### config.mk
export PLATFORM = sky130hd
export DESIGN_NAME = gcr_top
export DESIGN_NICKNAME = d
export VERILOG_FILES = /design/src/design/gcr_pkg.sv /design/src/design/gcr_pll.sv /design/src/design/gcr_top.sv
export SDC_FILE = /design/constraint.sdc
export NUM_CORES = 2
export LEC_CHECK = 0
export BUFFER_PORTS_ARGS = -buffer_cell sky130_fd_sc_hd__buf_4
export CORE_MARGIN = 3
export CORE_UTILIZATION = 50
export DETAILED_ROUTE_END_ITERATION = 16
export PLACE_DENSITY = 0.74
export SYNTH_ARGS = -nofsm -noshare
export SYNTH_HDL_FRONTEND = slang
export SYNTH_SLANG_ARGS = --single-unit
### constraint.sdc
create_clock -name hclk -period 22 [get_ports hclk]
set_input_delay 1.1 -clock hclk [delete_from_list [all_inputs] [get_ports hclk]]
set_output_delay 1.1 -clock hclk [all_outputs]
set_load 0.005 [all_outputs]
### src/design/gcr_pkg.sv
package gcr_pkg;
  // ----------------------------------------
  // geometry
  // ----------------------------------------
  localparam int NUM_LINES = 8;
  localparam int NUM_DED = 4;
  localparam int NUM_DUAL = 8;
  localparam int NUM_ROW = 6;
  localparam int NUM_LAB = 2;
  localparam int NUM_PLL = 2;
  localparam int PER_W = 16;
  // ----------------------------------------
  // register offsets
  // ----------------------------------------
  localparam logic [7:0] OFS_LINE_SEL = 8'h00;
  localparam logic [7:0] OFS_PIN_CFG = 8'h04;
  localparam logic [7:0] OFS_PIN_IN = 8'h08;
  localparam logic [7:0] OFS_PLL0 = 8'h0c;
  localparam logic [7:0] OFS_PLL1 = 8'h10;
  localparam logic [7:0] OFS_STATUS = 8'h14;
  localparam logic [7:0] OFS_INT_STAT = 8'h18;
  localparam logic [7:0] OFS_INT_MASK = 8'h1c;
  localparam logic [7:0] OFS_ROW_SEL = 8'h20;
  // ----------------------------------------
  // field positions
  // ----------------------------------------
  localparam int PIN_GLB_LSB = 0;
  localparam int PIN_OE_LSB = 8;
  localparam int PIN_OUT_LSB = 16;
  localparam int PLL_RUN_BIT = 0;
  localparam int PLL_CLR_BIT = 1;
  localparam int PLL_PFD_BIT = 2;
  localparam int PLL_M_LSB = 8;
  localparam int PLL_N_LSB = 16;
  localparam int PLL_HA_LSB = 24;
  localparam int PLL_HB_LSB = 28;
  localparam int ROW_SEL_W = 3;
  localparam int LAB_SEL_LSB = 18;
  localparam int INT_W = 6;
  // ----------------------------------------
  // reset values
  // ----------------------------------------
  localparam logic [15:0] LINE_SEL_RST = 16'h0000;
  localparam logic [23:0] PIN_CFG_RST = 24'h00_0000;
  localparam logic [31:0] PLL_CTL_RST = 32'h1101_0104;
  localparam logic [23:0] ROW_SEL_RST = 24'h22_c688;
  localparam logic [5:0] INT_MASK_RST = 6'h00;
  // ----------------------------------------
  // timing
  // ----------------------------------------
  localparam int CLK_PERIOD_NS = 100;
  localparam int CLK_KHZ = 1000000 / CLK_PERIOD_NS;
  localparam int VCO_MIN_KHZ = 500;
  localparam int VCO_MAX_KHZ = 50000;
  localparam int LOCK_EDGES = 4;
  localparam int LOCK_MIN = 2;
  localparam int LOCK_MAX = 10;
  // ----------------------------------------
  // types
  // ----------------------------------------
  typedef enum logic [1:0] {SRC_DED, SRC_DUAL, SRC_PLL, SRC_INT}
    gcr_src_type;
  typedef enum logic [1:0] {PLL_OFF, PLL_ACQ, PLL_LOCK, PLL_HOLD}
    gcr_pll_state_type;
endpackage

### src/design/gcr_pll.sv
`timescale 1ns/1ps
`default_nettype none
module gcr_pll (
  // clock and reset
  input wire logic hclk,
  input wire logic hresetn,
  // reference and controls
  input wire logic ref_clk,
  input wire logic run_en,
  input wire logic async_clr,
  input wire logic pfd_en,
  input wire logic [7:0] mult,
  input wire logic [7:0] divn,
  input wire logic [3:0] half_a,
  input wire logic [3:0] half_b,
  // results
  output logic post_counter_a,
  output logic post_counter_b,
  output logic locked,
  output logic range_ok
);
  gcr_pkg::gcr_pll_state_type state;
  logic ref_q, ref_edge, halted, seen, ok;
  logic [15:0] cnt;
  logic [3:0] edges;
  logic [3:0] hcnt [2];
  logic [3:0] half [2];
  logic pclk [2];
  logic [47:0] vco_lhs, vco_lo, vco_hi;

  assign halted = !run_en || async_clr;
  assign ref_edge = ref_clk && !ref_q;
  assign vco_lhs = 48'(mult) * 48'(gcr_pkg::CLK_KHZ);
  assign vco_lo = 48'(gcr_pkg::VCO_MIN_KHZ) * 48'(cnt) * 48'(divn);
  assign vco_hi = 48'(gcr_pkg::VCO_MAX_KHZ) * 48'(cnt) * 48'(divn);
  // fin * m / n inside the vco range, fin = clk / cnt
  assign ok = seen && (cnt != 16'h0000) &&
              (vco_lhs >= vco_lo) && (vco_lhs <= vco_hi);
  // ----------------------------------------
  // reference period
  // ----------------------------------------
  always_ff @(posedge hclk or negedge hresetn) begin
    if (!hresetn) begin
      ref_q <= 1'b0;
    end else begin
      ref_q <= ref_clk;
    end
  end

  always_ff @(posedge hclk or negedge hresetn) begin
    if (!hresetn) begin
      cnt <= 16'h0000;
      seen <= 1'b0;
    end else if (halted) begin
      cnt <= 16'h0000;
      seen <= 1'b0;
    end else if (ref_edge) begin
      cnt <= 16'h0001;
      seen <= 1'b1;
    end else if (cnt != 16'hffff) begin
      cnt <= cnt + 16'h0001;
    end
  end

  always_ff @(posedge hclk or negedge hresetn) begin
    if (!hresetn) begin
      range_ok <= 1'b0;
    end else if (halted) begin
      range_ok <= 1'b0;
    end else if (ref_edge) begin
      range_ok <= ok;
    end
  end
  // ----------------------------------------
  // lock state
  // ----------------------------------------
  always_ff @(posedge hclk or negedge hresetn) begin
    if (!hresetn) begin
      state <= gcr_pkg::PLL_OFF;
      locked <= 1'b0;
      edges <= 4'h0;
    end else if (halted) begin
      state <= gcr_pkg::PLL_OFF;
      locked <= 1'b0;
      edges <= 4'h0;
    end else begin
      case (state)
        gcr_pkg::PLL_OFF: begin
          state <= gcr_pkg::PLL_ACQ;
          edges <= 4'h0;
        end
        gcr_pkg::PLL_ACQ: begin
          if (!pfd_en) begin
            state <= gcr_pkg::PLL_HOLD;
          end else if (ref_edge && !ok) begin
            edges <= 4'h0;
          end else if (ref_edge) begin
            if (edges == 4'(gcr_pkg::LOCK_EDGES - 1)) begin
              state <= gcr_pkg::PLL_LOCK;
              locked <= 1'b1;
            end else begin
              edges <= edges + 4'h1;
            end
          end
        end
        gcr_pkg::PLL_LOCK: begin
          if (!pfd_en) begin
            state <= gcr_pkg::PLL_HOLD;
          end else if (ref_edge && !ok) begin
            state <= gcr_pkg::PLL_ACQ;
            locked <= 1'b0;
            edges <= 4'h0;
          end
        end
        default: begin
          // lock flag frozen while the detector is off
          if (pfd_en) begin
            state <= gcr_pkg::PLL_ACQ;
            locked <= 1'b0;
            edges <= 4'h0;
          end
        end
      endcase
    end
  end
  // ----------------------------------------
  // post-scale counters
  // ----------------------------------------
  assign half[0] = half_a;
  assign half[1] = half_b;

  for (genvar k = 0; k < 2; k++) begin : g_post
    always_ff @(posedge hclk or negedge hresetn) begin
      if (!hresetn) begin
        hcnt[k] <= 4'h0;
        pclk[k] <= 1'b0;
      end else if (halted) begin
        hcnt[k] <= 4'h0;
        pclk[k] <= 1'b0;
      end else if (hcnt[k] == half[k]) begin
        hcnt[k] <= 4'h0;
        pclk[k] <= !pclk[k];
      end else begin
        hcnt[k] <= hcnt[k] + 4'h1;
      end
    end
  end

  assign post_counter_a = pclk[0];
  assign post_counter_b = pclk[1];
  // ----------------------------------------
  // checks
  // ----------------------------------------
  logic [3:0] acq_edges;

  always_ff @(posedge hclk or negedge hresetn) begin
    if (!hresetn) begin
      acq_edges <= 4'h0;
    end else if (halted || state != gcr_pkg::PLL_ACQ) begin
      acq_edges <= 4'h0;
    end else if (ref_edge) begin
      acq_edges <= (seen && !ok) ? 4'h0 : acq_edges + 4'h1;
    end
  end
endmodule
`default_nettype wire

### src/design/gcr_top.sv
`timescale 1ns/1ps
`default_nettype none
module gcr_top (
  // clock and reset
  input wire logic hclk,
  input wire logic hresetn,
  // ahb-lite slave
  input wire logic hsel,
  input wire logic [31:0] haddr,
  input wire logic [1:0] htrans,
  input wire logic hwrite,
  input wire logic [2:0] hsize,
  input wire logic [31:0] hwdata,
  input wire logic hready,
  output logic [31:0] hrdata,
  output logic hreadyout,
  output logic hresp,
  // clock pins
  input wire logic [3:0] ded_clk_in,
  input wire logic [7:0] dual_use_clock_pins_in,
  output logic [7:0] dual_use_clock_pins_out,
  output logic [7:0] dual_use_clock_pins_oe,
  // internal logic sources, one per line
  input wire logic [7:0] internal_sources,
  // distribution
  output logic [7:0] global_lines,
  output logic [5:0] row_clocks,
  output logic [1:0] lab_clocks,
  output logic [1:0] pll_locked,
  output logic irq
);
  // ----------------------------------------
  // fixed source maps
  // ----------------------------------------
  function automatic logic [1:0] ded_of(input int l);
    case (l)
      0, 2: ded_of = 2'h0;
      1, 3: ded_of = 2'h1;
      4, 6: ded_of = 2'h2;
      default: ded_of = 2'h3;
    endcase
  endfunction

  function automatic logic [2:0] dual_of(input int l);
    case (l)
      0: dual_of = 3'h2;
      1: dual_of = 3'h7;
      2: dual_of = 3'h1;
      3: dual_of = 3'h0;
      4: dual_of = 3'h3;
      5: dual_of = 3'h6;
      6: dual_of = 3'h4;
      default: dual_of = 3'h5;
    endcase
  endfunction

  // index into {pll1 b, pll1 a, pll0 b, pll0 a}
  function automatic logic [1:0] pll_of(input int l);
    case (l)
      1, 2: pll_of = 2'h0;
      0, 3: pll_of = 2'h1;
      5, 6: pll_of = 2'h2;
      default: pll_of = 2'h3;
    endcase
  endfunction
  // ----------------------------------------
  // declarations
  // ----------------------------------------
  logic [11:0] pin_s1, pin_s2, pin_s3, pin_f;
  logic [3:0] ded_f;
  logic [7:0] dual_f;
  logic addr_ok, wr_pend, rd_pend;
  logic [7:0] acc_addr;
  logic we_line, we_pin, we_row, we_istat, we_imask;
  logic [15:0] line_sel;
  logic [23:0] pin_cfg;
  logic [7:0] pin_glb;
  logic [31:0] pll_ctl [gcr_pkg::NUM_PLL];
  logic [23:0] row_sel;
  logic [5:0] int_stat, int_mask, int_ev, int_clr;
  logic [3:0] pll_clk;
  logic [1:0] pll_rng, lock_q, rng_q;
  logic [7:0] next_lines;
  logic [5:0] next_rows;
  logic [1:0] next_labs;
  logic [31:0] rd_word;

  assign ded_f = pin_f[3:0];
  assign dual_f = pin_f[11:4];
  assign pin_glb = pin_cfg[gcr_pkg::PIN_GLB_LSB +: 8];
  // ----------------------------------------
  // pin synchronisers
  // ----------------------------------------
  always_ff @(posedge hclk or negedge hresetn) begin
    if (!hresetn) begin
      pin_s1 <= 12'h000;
      pin_s2 <= 12'h000;
      pin_s3 <= 12'h000;
      pin_f <= 12'h000;
    end else begin
      pin_s1 <= {dual_use_clock_pins_in, ded_clk_in};
      pin_s2 <= pin_s1;
      pin_s3 <= pin_s2;
      // a bit moves only once stages two and three agree
      pin_f <= (~(pin_s2 ^ pin_s3) & pin_s3) |
               ((pin_s2 ^ pin_s3) & pin_f);
    end
  end
  // ----------------------------------------
  // ahb-lite slave
  // ----------------------------------------
  assign addr_ok = hsel && htrans[1] && hready;
  assign we_line = wr_pend && (acc_addr == gcr_pkg::OFS_LINE_SEL);
  assign we_pin = wr_pend && (acc_addr == gcr_pkg::OFS_PIN_CFG);
  assign we_row = wr_pend && (acc_addr == gcr_pkg::OFS_ROW_SEL);
  assign we_istat = wr_pend && (acc_addr == gcr_pkg::OFS_INT_STAT);
  assign we_imask = wr_pend && (acc_addr == gcr_pkg::OFS_INT_MASK);

  always_ff @(posedge hclk or negedge hresetn) begin
    if (!hresetn) begin
      wr_pend <= 1'b0;
      rd_pend <= 1'b0;
      acc_addr <= 8'h00;
    end else begin
      wr_pend <= addr_ok && hwrite;
      rd_pend <= addr_ok && !hwrite;
      if (addr_ok) begin
        acc_addr <= haddr[7:0];
      end
    end
  end

  // reads take one wait state so the data come from a flop
  always_ff @(posedge hclk or negedge hresetn) begin
    if (!hresetn) begin
      hreadyout <= 1'b1;
      hresp <= 1'b0;
      hrdata <= 32'h0000_0000;
    end else begin
      hreadyout <= !(addr_ok && !hwrite);
      hresp <= 1'b0;
      if (rd_pend) begin
        hrdata <= rd_word;
      end
    end
  end

  always_comb begin
    if (acc_addr == gcr_pkg::OFS_LINE_SEL) begin
      rd_word = {16'h0000, line_sel};
    end else if (acc_addr == gcr_pkg::OFS_PIN_CFG) begin
      rd_word = {8'h00, pin_cfg};
    end else if (acc_addr == gcr_pkg::OFS_PIN_IN) begin
      rd_word = {20'h0_0000, pin_f};
    end else if (acc_addr == gcr_pkg::OFS_PLL0) begin
      rd_word = pll_ctl[0];
    end else if (acc_addr == gcr_pkg::OFS_PLL1) begin
      rd_word = pll_ctl[1];
    end else if (acc_addr == gcr_pkg::OFS_STATUS) begin
      rd_word = {28'h000_0000, pll_rng, pll_locked};
    end else if (acc_addr == gcr_pkg::OFS_INT_STAT) begin
      rd_word = {26'h000_0000, int_stat};
    end else if (acc_addr == gcr_pkg::OFS_INT_MASK) begin
      rd_word = {26'h000_0000, int_mask};
    end else if (acc_addr == gcr_pkg::OFS_ROW_SEL) begin
      rd_word = {8'h00, row_sel};
    end else begin
      rd_word = 32'h0000_0000;
    end
  end
  // ----------------------------------------
  // control registers
  // ----------------------------------------
  always_ff @(posedge hclk or negedge hresetn) begin
    if (!hresetn) begin
      line_sel <= gcr_pkg::LINE_SEL_RST;
    end else if (we_line) begin
      line_sel <= hwdata[15:0];
    end
  end

  always_ff @(posedge hclk or negedge hresetn) begin
    if (!hresetn) begin
      pin_cfg <= gcr_pkg::PIN_CFG_RST;
    end else if (we_pin) begin
      pin_cfg <= hwdata[23:0];
    end
  end

  always_ff @(posedge hclk or negedge hresetn) begin
    if (!hresetn) begin
      row_sel <= gcr_pkg::ROW_SEL_RST;
    end else if (we_row) begin
      row_sel <= hwdata[23:0];
    end
  end

  for (genvar k = 0; k < gcr_pkg::NUM_PLL; k++) begin : g_ctl
    localparam logic [7:0] OFS = 8'(gcr_pkg::OFS_PLL0 + 4 * k);
    always_ff @(posedge hclk or negedge hresetn) begin
      if (!hresetn) begin
        pll_ctl[k] <= gcr_pkg::PLL_CTL_RST;
      end else if (wr_pend && acc_addr == OFS) begin
        pll_ctl[k] <= hwdata;
      end
    end
  end
  // ----------------------------------------
  // gpio side of dual-use pins
  // ----------------------------------------
  always_ff @(posedge hclk or negedge hresetn) begin
    if (!hresetn) begin
      dual_use_clock_pins_out <= 8'h00;
      dual_use_clock_pins_oe <= 8'h00;
    end else begin
      dual_use_clock_pins_out <= pin_cfg[gcr_pkg::PIN_OUT_LSB +: 8];
      dual_use_clock_pins_oe <=
        pin_cfg[gcr_pkg::PIN_OE_LSB +: 8] & ~pin_glb;
    end
  end
  // ----------------------------------------
  // PLLs
  // ----------------------------------------
  for (genvar k = 0; k < gcr_pkg::NUM_PLL; k++) begin : g_pll
    gcr_pll u_pll (
      .hclk(hclk),
      .hresetn(hresetn),
      .ref_clk(ded_f[2 * k]),
      .run_en(pll_ctl[k][gcr_pkg::PLL_RUN_BIT]),
      .async_clr(pll_ctl[k][gcr_pkg::PLL_CLR_BIT]),
      .pfd_en(pll_ctl[k][gcr_pkg::PLL_PFD_BIT]),
      .mult(pll_ctl[k][gcr_pkg::PLL_M_LSB +: 8]),
      .divn(pll_ctl[k][gcr_pkg::PLL_N_LSB +: 8]),
      .half_a(pll_ctl[k][gcr_pkg::PLL_HA_LSB +: 4]),
      .half_b(pll_ctl[k][gcr_pkg::PLL_HB_LSB +: 4]),
      .post_counter_a(pll_clk[2 * k]),
      .post_counter_b(pll_clk[2 * k + 1]),
      .locked(pll_locked[k]),
      .range_ok(pll_rng[k])
    );
  end
  // ----------------------------------------
  // global lines
  // ----------------------------------------
  for (genvar l = 0; l < gcr_pkg::NUM_LINES; l++) begin : g_line
    logic nl;
    always_comb begin
      case (gcr_pkg::gcr_src_type'(line_sel[2 * l +: 2]))
        gcr_pkg::SRC_DED: nl = ded_f[ded_of(l)];
        gcr_pkg::SRC_DUAL: nl = dual_f[dual_of(l)] &
                                pin_glb[dual_of(l)];
        gcr_pkg::SRC_PLL: nl = pll_clk[pll_of(l)];
        default: nl = internal_sources[l];
      endcase
    end
    assign next_lines[l] = nl;
  end

  always_ff @(posedge hclk or negedge hresetn) begin
    if (!hresetn) begin
      global_lines <= 8'h00;
    end else begin
      global_lines <= next_lines;
    end
  end
  // ----------------------------------------
  // row and lab clocks
  // ----------------------------------------
  for (genvar r = 0; r < gcr_pkg::NUM_ROW; r++) begin : g_row
    assign next_rows[r] =
      global_lines[row_sel[gcr_pkg::ROW_SEL_W * r +: 3]];
  end

  for (genvar j = 0; j < gcr_pkg::NUM_LAB; j++) begin : g_lab
    logic [2:0] lsel;
    assign lsel = row_sel[gcr_pkg::LAB_SEL_LSB + 3 * j +: 3];
    assign next_labs[j] = (lsel < 3'h6) ? row_clocks[lsel] : 1'b0;
  end

  always_ff @(posedge hclk or negedge hresetn) begin
    if (!hresetn) begin
      row_clocks <= 6'h00;
      lab_clocks <= 2'h0;
    end else begin
      row_clocks <= next_rows;
      lab_clocks <= next_labs;
    end
  end
  // ----------------------------------------
  // interrupts
  // ----------------------------------------
  assign int_ev = {rng_q & ~pll_rng, lock_q & ~pll_locked,
                   pll_locked & ~lock_q};
  assign int_clr = we_istat ? hwdata[5:0] : 6'h00;

  always_ff @(posedge hclk or negedge hresetn) begin
    if (!hresetn) begin
      lock_q <= 2'h0;
      rng_q <= 2'h0;
    end else begin
      lock_q <= pll_locked;
      rng_q <= pll_rng;
    end
  end

  // a new event wins over a clear in the same cycle
  always_ff @(posedge hclk or negedge hresetn) begin
    if (!hresetn) begin
      int_stat <= 6'h00;
    end else begin
      int_stat <= (int_stat & ~int_clr) | int_ev;
    end
  end

  always_ff @(posedge hclk or negedge hresetn) begin
    if (!hresetn) begin
      int_mask <= gcr_pkg::INT_MASK_RST;
    end else if (we_imask) begin
      int_mask <= hwdata[5:0];
    end
  end

  always_ff @(posedge hclk or negedge hresetn) begin
    if (!hresetn) begin
      irq <= 1'b0;
    end else begin
      irq <= |(int_stat & int_mask);
    end
  end
endmodule
`default_nettype wire

==> summary.txt <==
relative slew slack -> 0.192
die width -> 339 um
Post-synth ARST share -> 1.00
largest net degree at the start of global routing -> 91
WL/cell -> 19.0 um
CP peak stage delay -> 0.90 ns
status -> finished, final reports clean
vias in the first global route -> 44400
drt drc -> 0
CP max FO -> 14
Core ar. -> 109000 um^2
Pleak -> 29.4 nW
RSZ-0062 raised after global routing -> no
Critical-path top delay cell -> xnor2_1
GPL Wtd Cong -> 0.921
sequential area share after synthesis -> 0.154
first-pass GRT wire length -> 234000 um
Final Hold Viols -> 0
most area-hungry cell type in the Yosys netlist -> fa_1
Syn. warnings -> 0
number of setup buffers added after CTS -> 0
Final Max Slew Viols -> 0
CP endpoint kind -> register
Placed Area -> 57900 um^2
most common cell in the netlist -> inv_1
pwr dens -> 40.6 nW/um^2
ys flop type -> dfrtp_1
arrival time at the worst endpoint -> 12.56 ns
post-synthesis net count -> 7332
layout cells sized above 1 -> 0.0848
DIE HEIGHT -> 339 um
worst setup path category -> reg -> reg
I/O pin total -> 163
Peak VDD IR -> 0.0621 mV
Setup Total Neg Slack -> 0 ns
total track usage -> 0.250
Root Buffer -> clkbuf_16
clock latency at the later pin of the worst-skew pair -> 0.59 ns
Num Clock Sinks -> 340
syn_area_per_cell -> 9.54 um^2
TritonRoute pass-1 iters -> 9
CTS tree -> done
Synth cell types -> 110
cts hold-fix bufs -> 0
Bufs on Longest Clock Path -> 3
fin crit share -> 0.549
leading post-synthesis cells by instance count -> 1034 x inv_1, 780 x fa_1, 650 x ha_1
P&R area growth vs syn -> 6.94%
Yosys top cell area share -> 0.282
number of gates resized after CTS -> 0
die area -> 115000 um^2
antenna violations before repair -> 4
design area -> 59200 um^2
htree depth -> 2
Gate Count Post-Synth -> 5808
HP Class -> reg -> reg
Clock Skews -> 0.0332 ns
Inserted Clock Buffers -> 39
Reg clk slew, reported paths -> 0.06 ns
startpoint type of the worst setup path -> register
Initial Util -> 0.506
row count -> 121
fill cell count -> 9661
setup violators final -> 0
Port-buffer cells -> 133
fmax -> 82.8 MHz
HPWL after DPL -> 113000 um
Worst Tran Pin Value -> 1.20 ns
number of routed nets with antenna violations -> 0
Vias/cell -> 5.66
GR Overflow Total -> 0
Max Cap Viol -> 0
detailed-route via count -> 41700
register bit total from synthesis -> 340
Layout Nets -> 7389
post-layout min period -> 12.08 ns
Iter 0 DRT Violations -> 2596
Worst EP required -> 22.48 ns
top post-synthesis cells by area -> fa_1 28%, ha_1 15%, dfrtp_1 15%
number of enable flip-flop cells after synthesis -> 0
minimum hold slack -> 0.348 ns
post-synthesis instance area -> 55400 um^2
Crit path top cell by count -> fa_1
final wirelength -> 140000 um
## worst max-delay path: cells and delay by family (launching register included)
kind / cells / cell delay [ns]
adder cells (fa/ha/maj): 11 / 5.00
AO/OA/AOI/OAI: 13 / 2.84
AND/OR/NAND/NOR: 11 / 2.16
XOR/XNOR: 2 / 1.09
flip-flops: 1 / 0.77
buffers and inverters: 2 / 0.10
## path summary, 6_finish.rpt
| path | startpoint | end | slack [ns] | cells after the start |
|---|---|---|---|---|
| setup / recovery | g_pll[1].u_pll.cnt[1] | g_pll[1].u_pll.edges[2] | 9.92 | 39 |
| hold / removal | pin_s1[3] | pin_s2[3] | 0.35 | 0 |
| setup reg to reg | g_pll[1].u_pll.cnt[1] | g_pll[1].u_pll.edges[2] | 9.92 | 39 |
| hold reg to reg | pin_s1[3] | pin_s2[3] | 0.35 | 0 |
| max in group asynchronous | hresetn | pll_ctl[16] | 18.60 | 4 |
| min in group asynchronous | hresetn | pin_s1[6] | 0.52 | 1 |
## cell type report
type                            count  area (um^2)  area share
Multi-Input combinational cell   4271        42300       0.715
Antenna cell                        1         2.50   0.0000423
Inverter                         1034         3880      0.0655
Sequential cell                   340         8530       0.144
Clock inverter                     15          181     0.00306
Tap cell                         1476         1850      0.0312
Clock buffer                       57         1090      0.0185
Timing Repair Buffer              179         1350      0.0228
## per-layer routing
metal | routed length, um | GRT usage
met4 | 5440 | 0.0895
met3 | 7890 | 0.0321
met2 | 69200 | 0.434
met1 | 57900 | 0.322
met5 | 0 | 0
## through the flow
stage / cells / setup WS [ns] / util / total power, W
5_1_grt: 7372 / 9.18 / 0.541 / 0.00257
4_1_cts: 7372 / 10.02 / 0.541 / 0.00241
6_report: 7373 / 9.92 / 0.541 / 0.00240
2_1_floorplan: 5808 / 11.96 / - / 0.00142
3_3_place_gp: 7300 / 10.23 / 0.529 / 0.00170
3_5_place_dp: 7300 / 10.06 / 0.529 / 0.00174
## cell usage in the layout (no fill, tap or decap), drive strengths merged, types with 62 or more instances in the layout
| cell | instances |
|---|---|
| a21o | 75 |
| a21oi | 229 |
| and2 | 540 |
| buf | 179 |
| dfrtp | 321 |
| fa | 780 |
| ha | 650 |
| inv | 1040 |
| mux2 | 160 |
| nand2 | 398 |
| nand3 | 85 |
| nor2 | 215 |
| nor3 | 62 |
| o21ai | 123 |
| xnor2 | 152 |
| xor2 | 76 |
## cells by family after synthesis
| group | after synthesis | synth area share |
|---|---|---|
| AND/OR/NAND/NOR | 1588 | 0.151 |
| XOR/XNOR | 228 | 0.0361 |
| AO/OA/AOI/OAI | 812 | 0.101 |
| adder cells (fa/ha/maj) | 1442 | 0.431 |
| buffers and inverters | 1197 | 0.0819 |
| flip-flops | 340 | 0.154 |
| other | 1 | 0.0000677 |
| multiplexers | 200 | 0.0447 |
## flip-flops by register name, indices dropped and copies added, names as in the netlist, 8 cells and up, named ones only
| register | cells |
|---|---|
| pin_cfg | 24 |
| pll_ctl | 64 |
| hrdata | 32 |
| g_pll.u_pll.cnt | 32 |
| line_sel | 16 |
| g_pll.u_pll.hcnt | 16 |
| dual_use_clock_pins_oe | 8 |
| pin_s3 | 12 |
| pin_s1 | 12 |
| dual_use_clock_pins_out | 8 |
| g_pll.u_pll.edges | 8 |
| global_lines | 8 |
| pin_s2 | 12 |
| row_sel | 24 |
| acc_addr | 8 |
## where the power goes
group | leakage [nW] | switching (W) | internal [W] | total, W
registers | 4.16 | 0.0000619 | 0.000672 | 0.000734
clock network | 0.618 | 0.000280 | 0.000384 | 0.000664
logic | 24.6 | 0.000577 | 0.000428 | 0.00100
total | 29.4 | 0.000919 | 0.00148 | 0.00240
No activity file was read; power rests on OpenSTA's default activity.
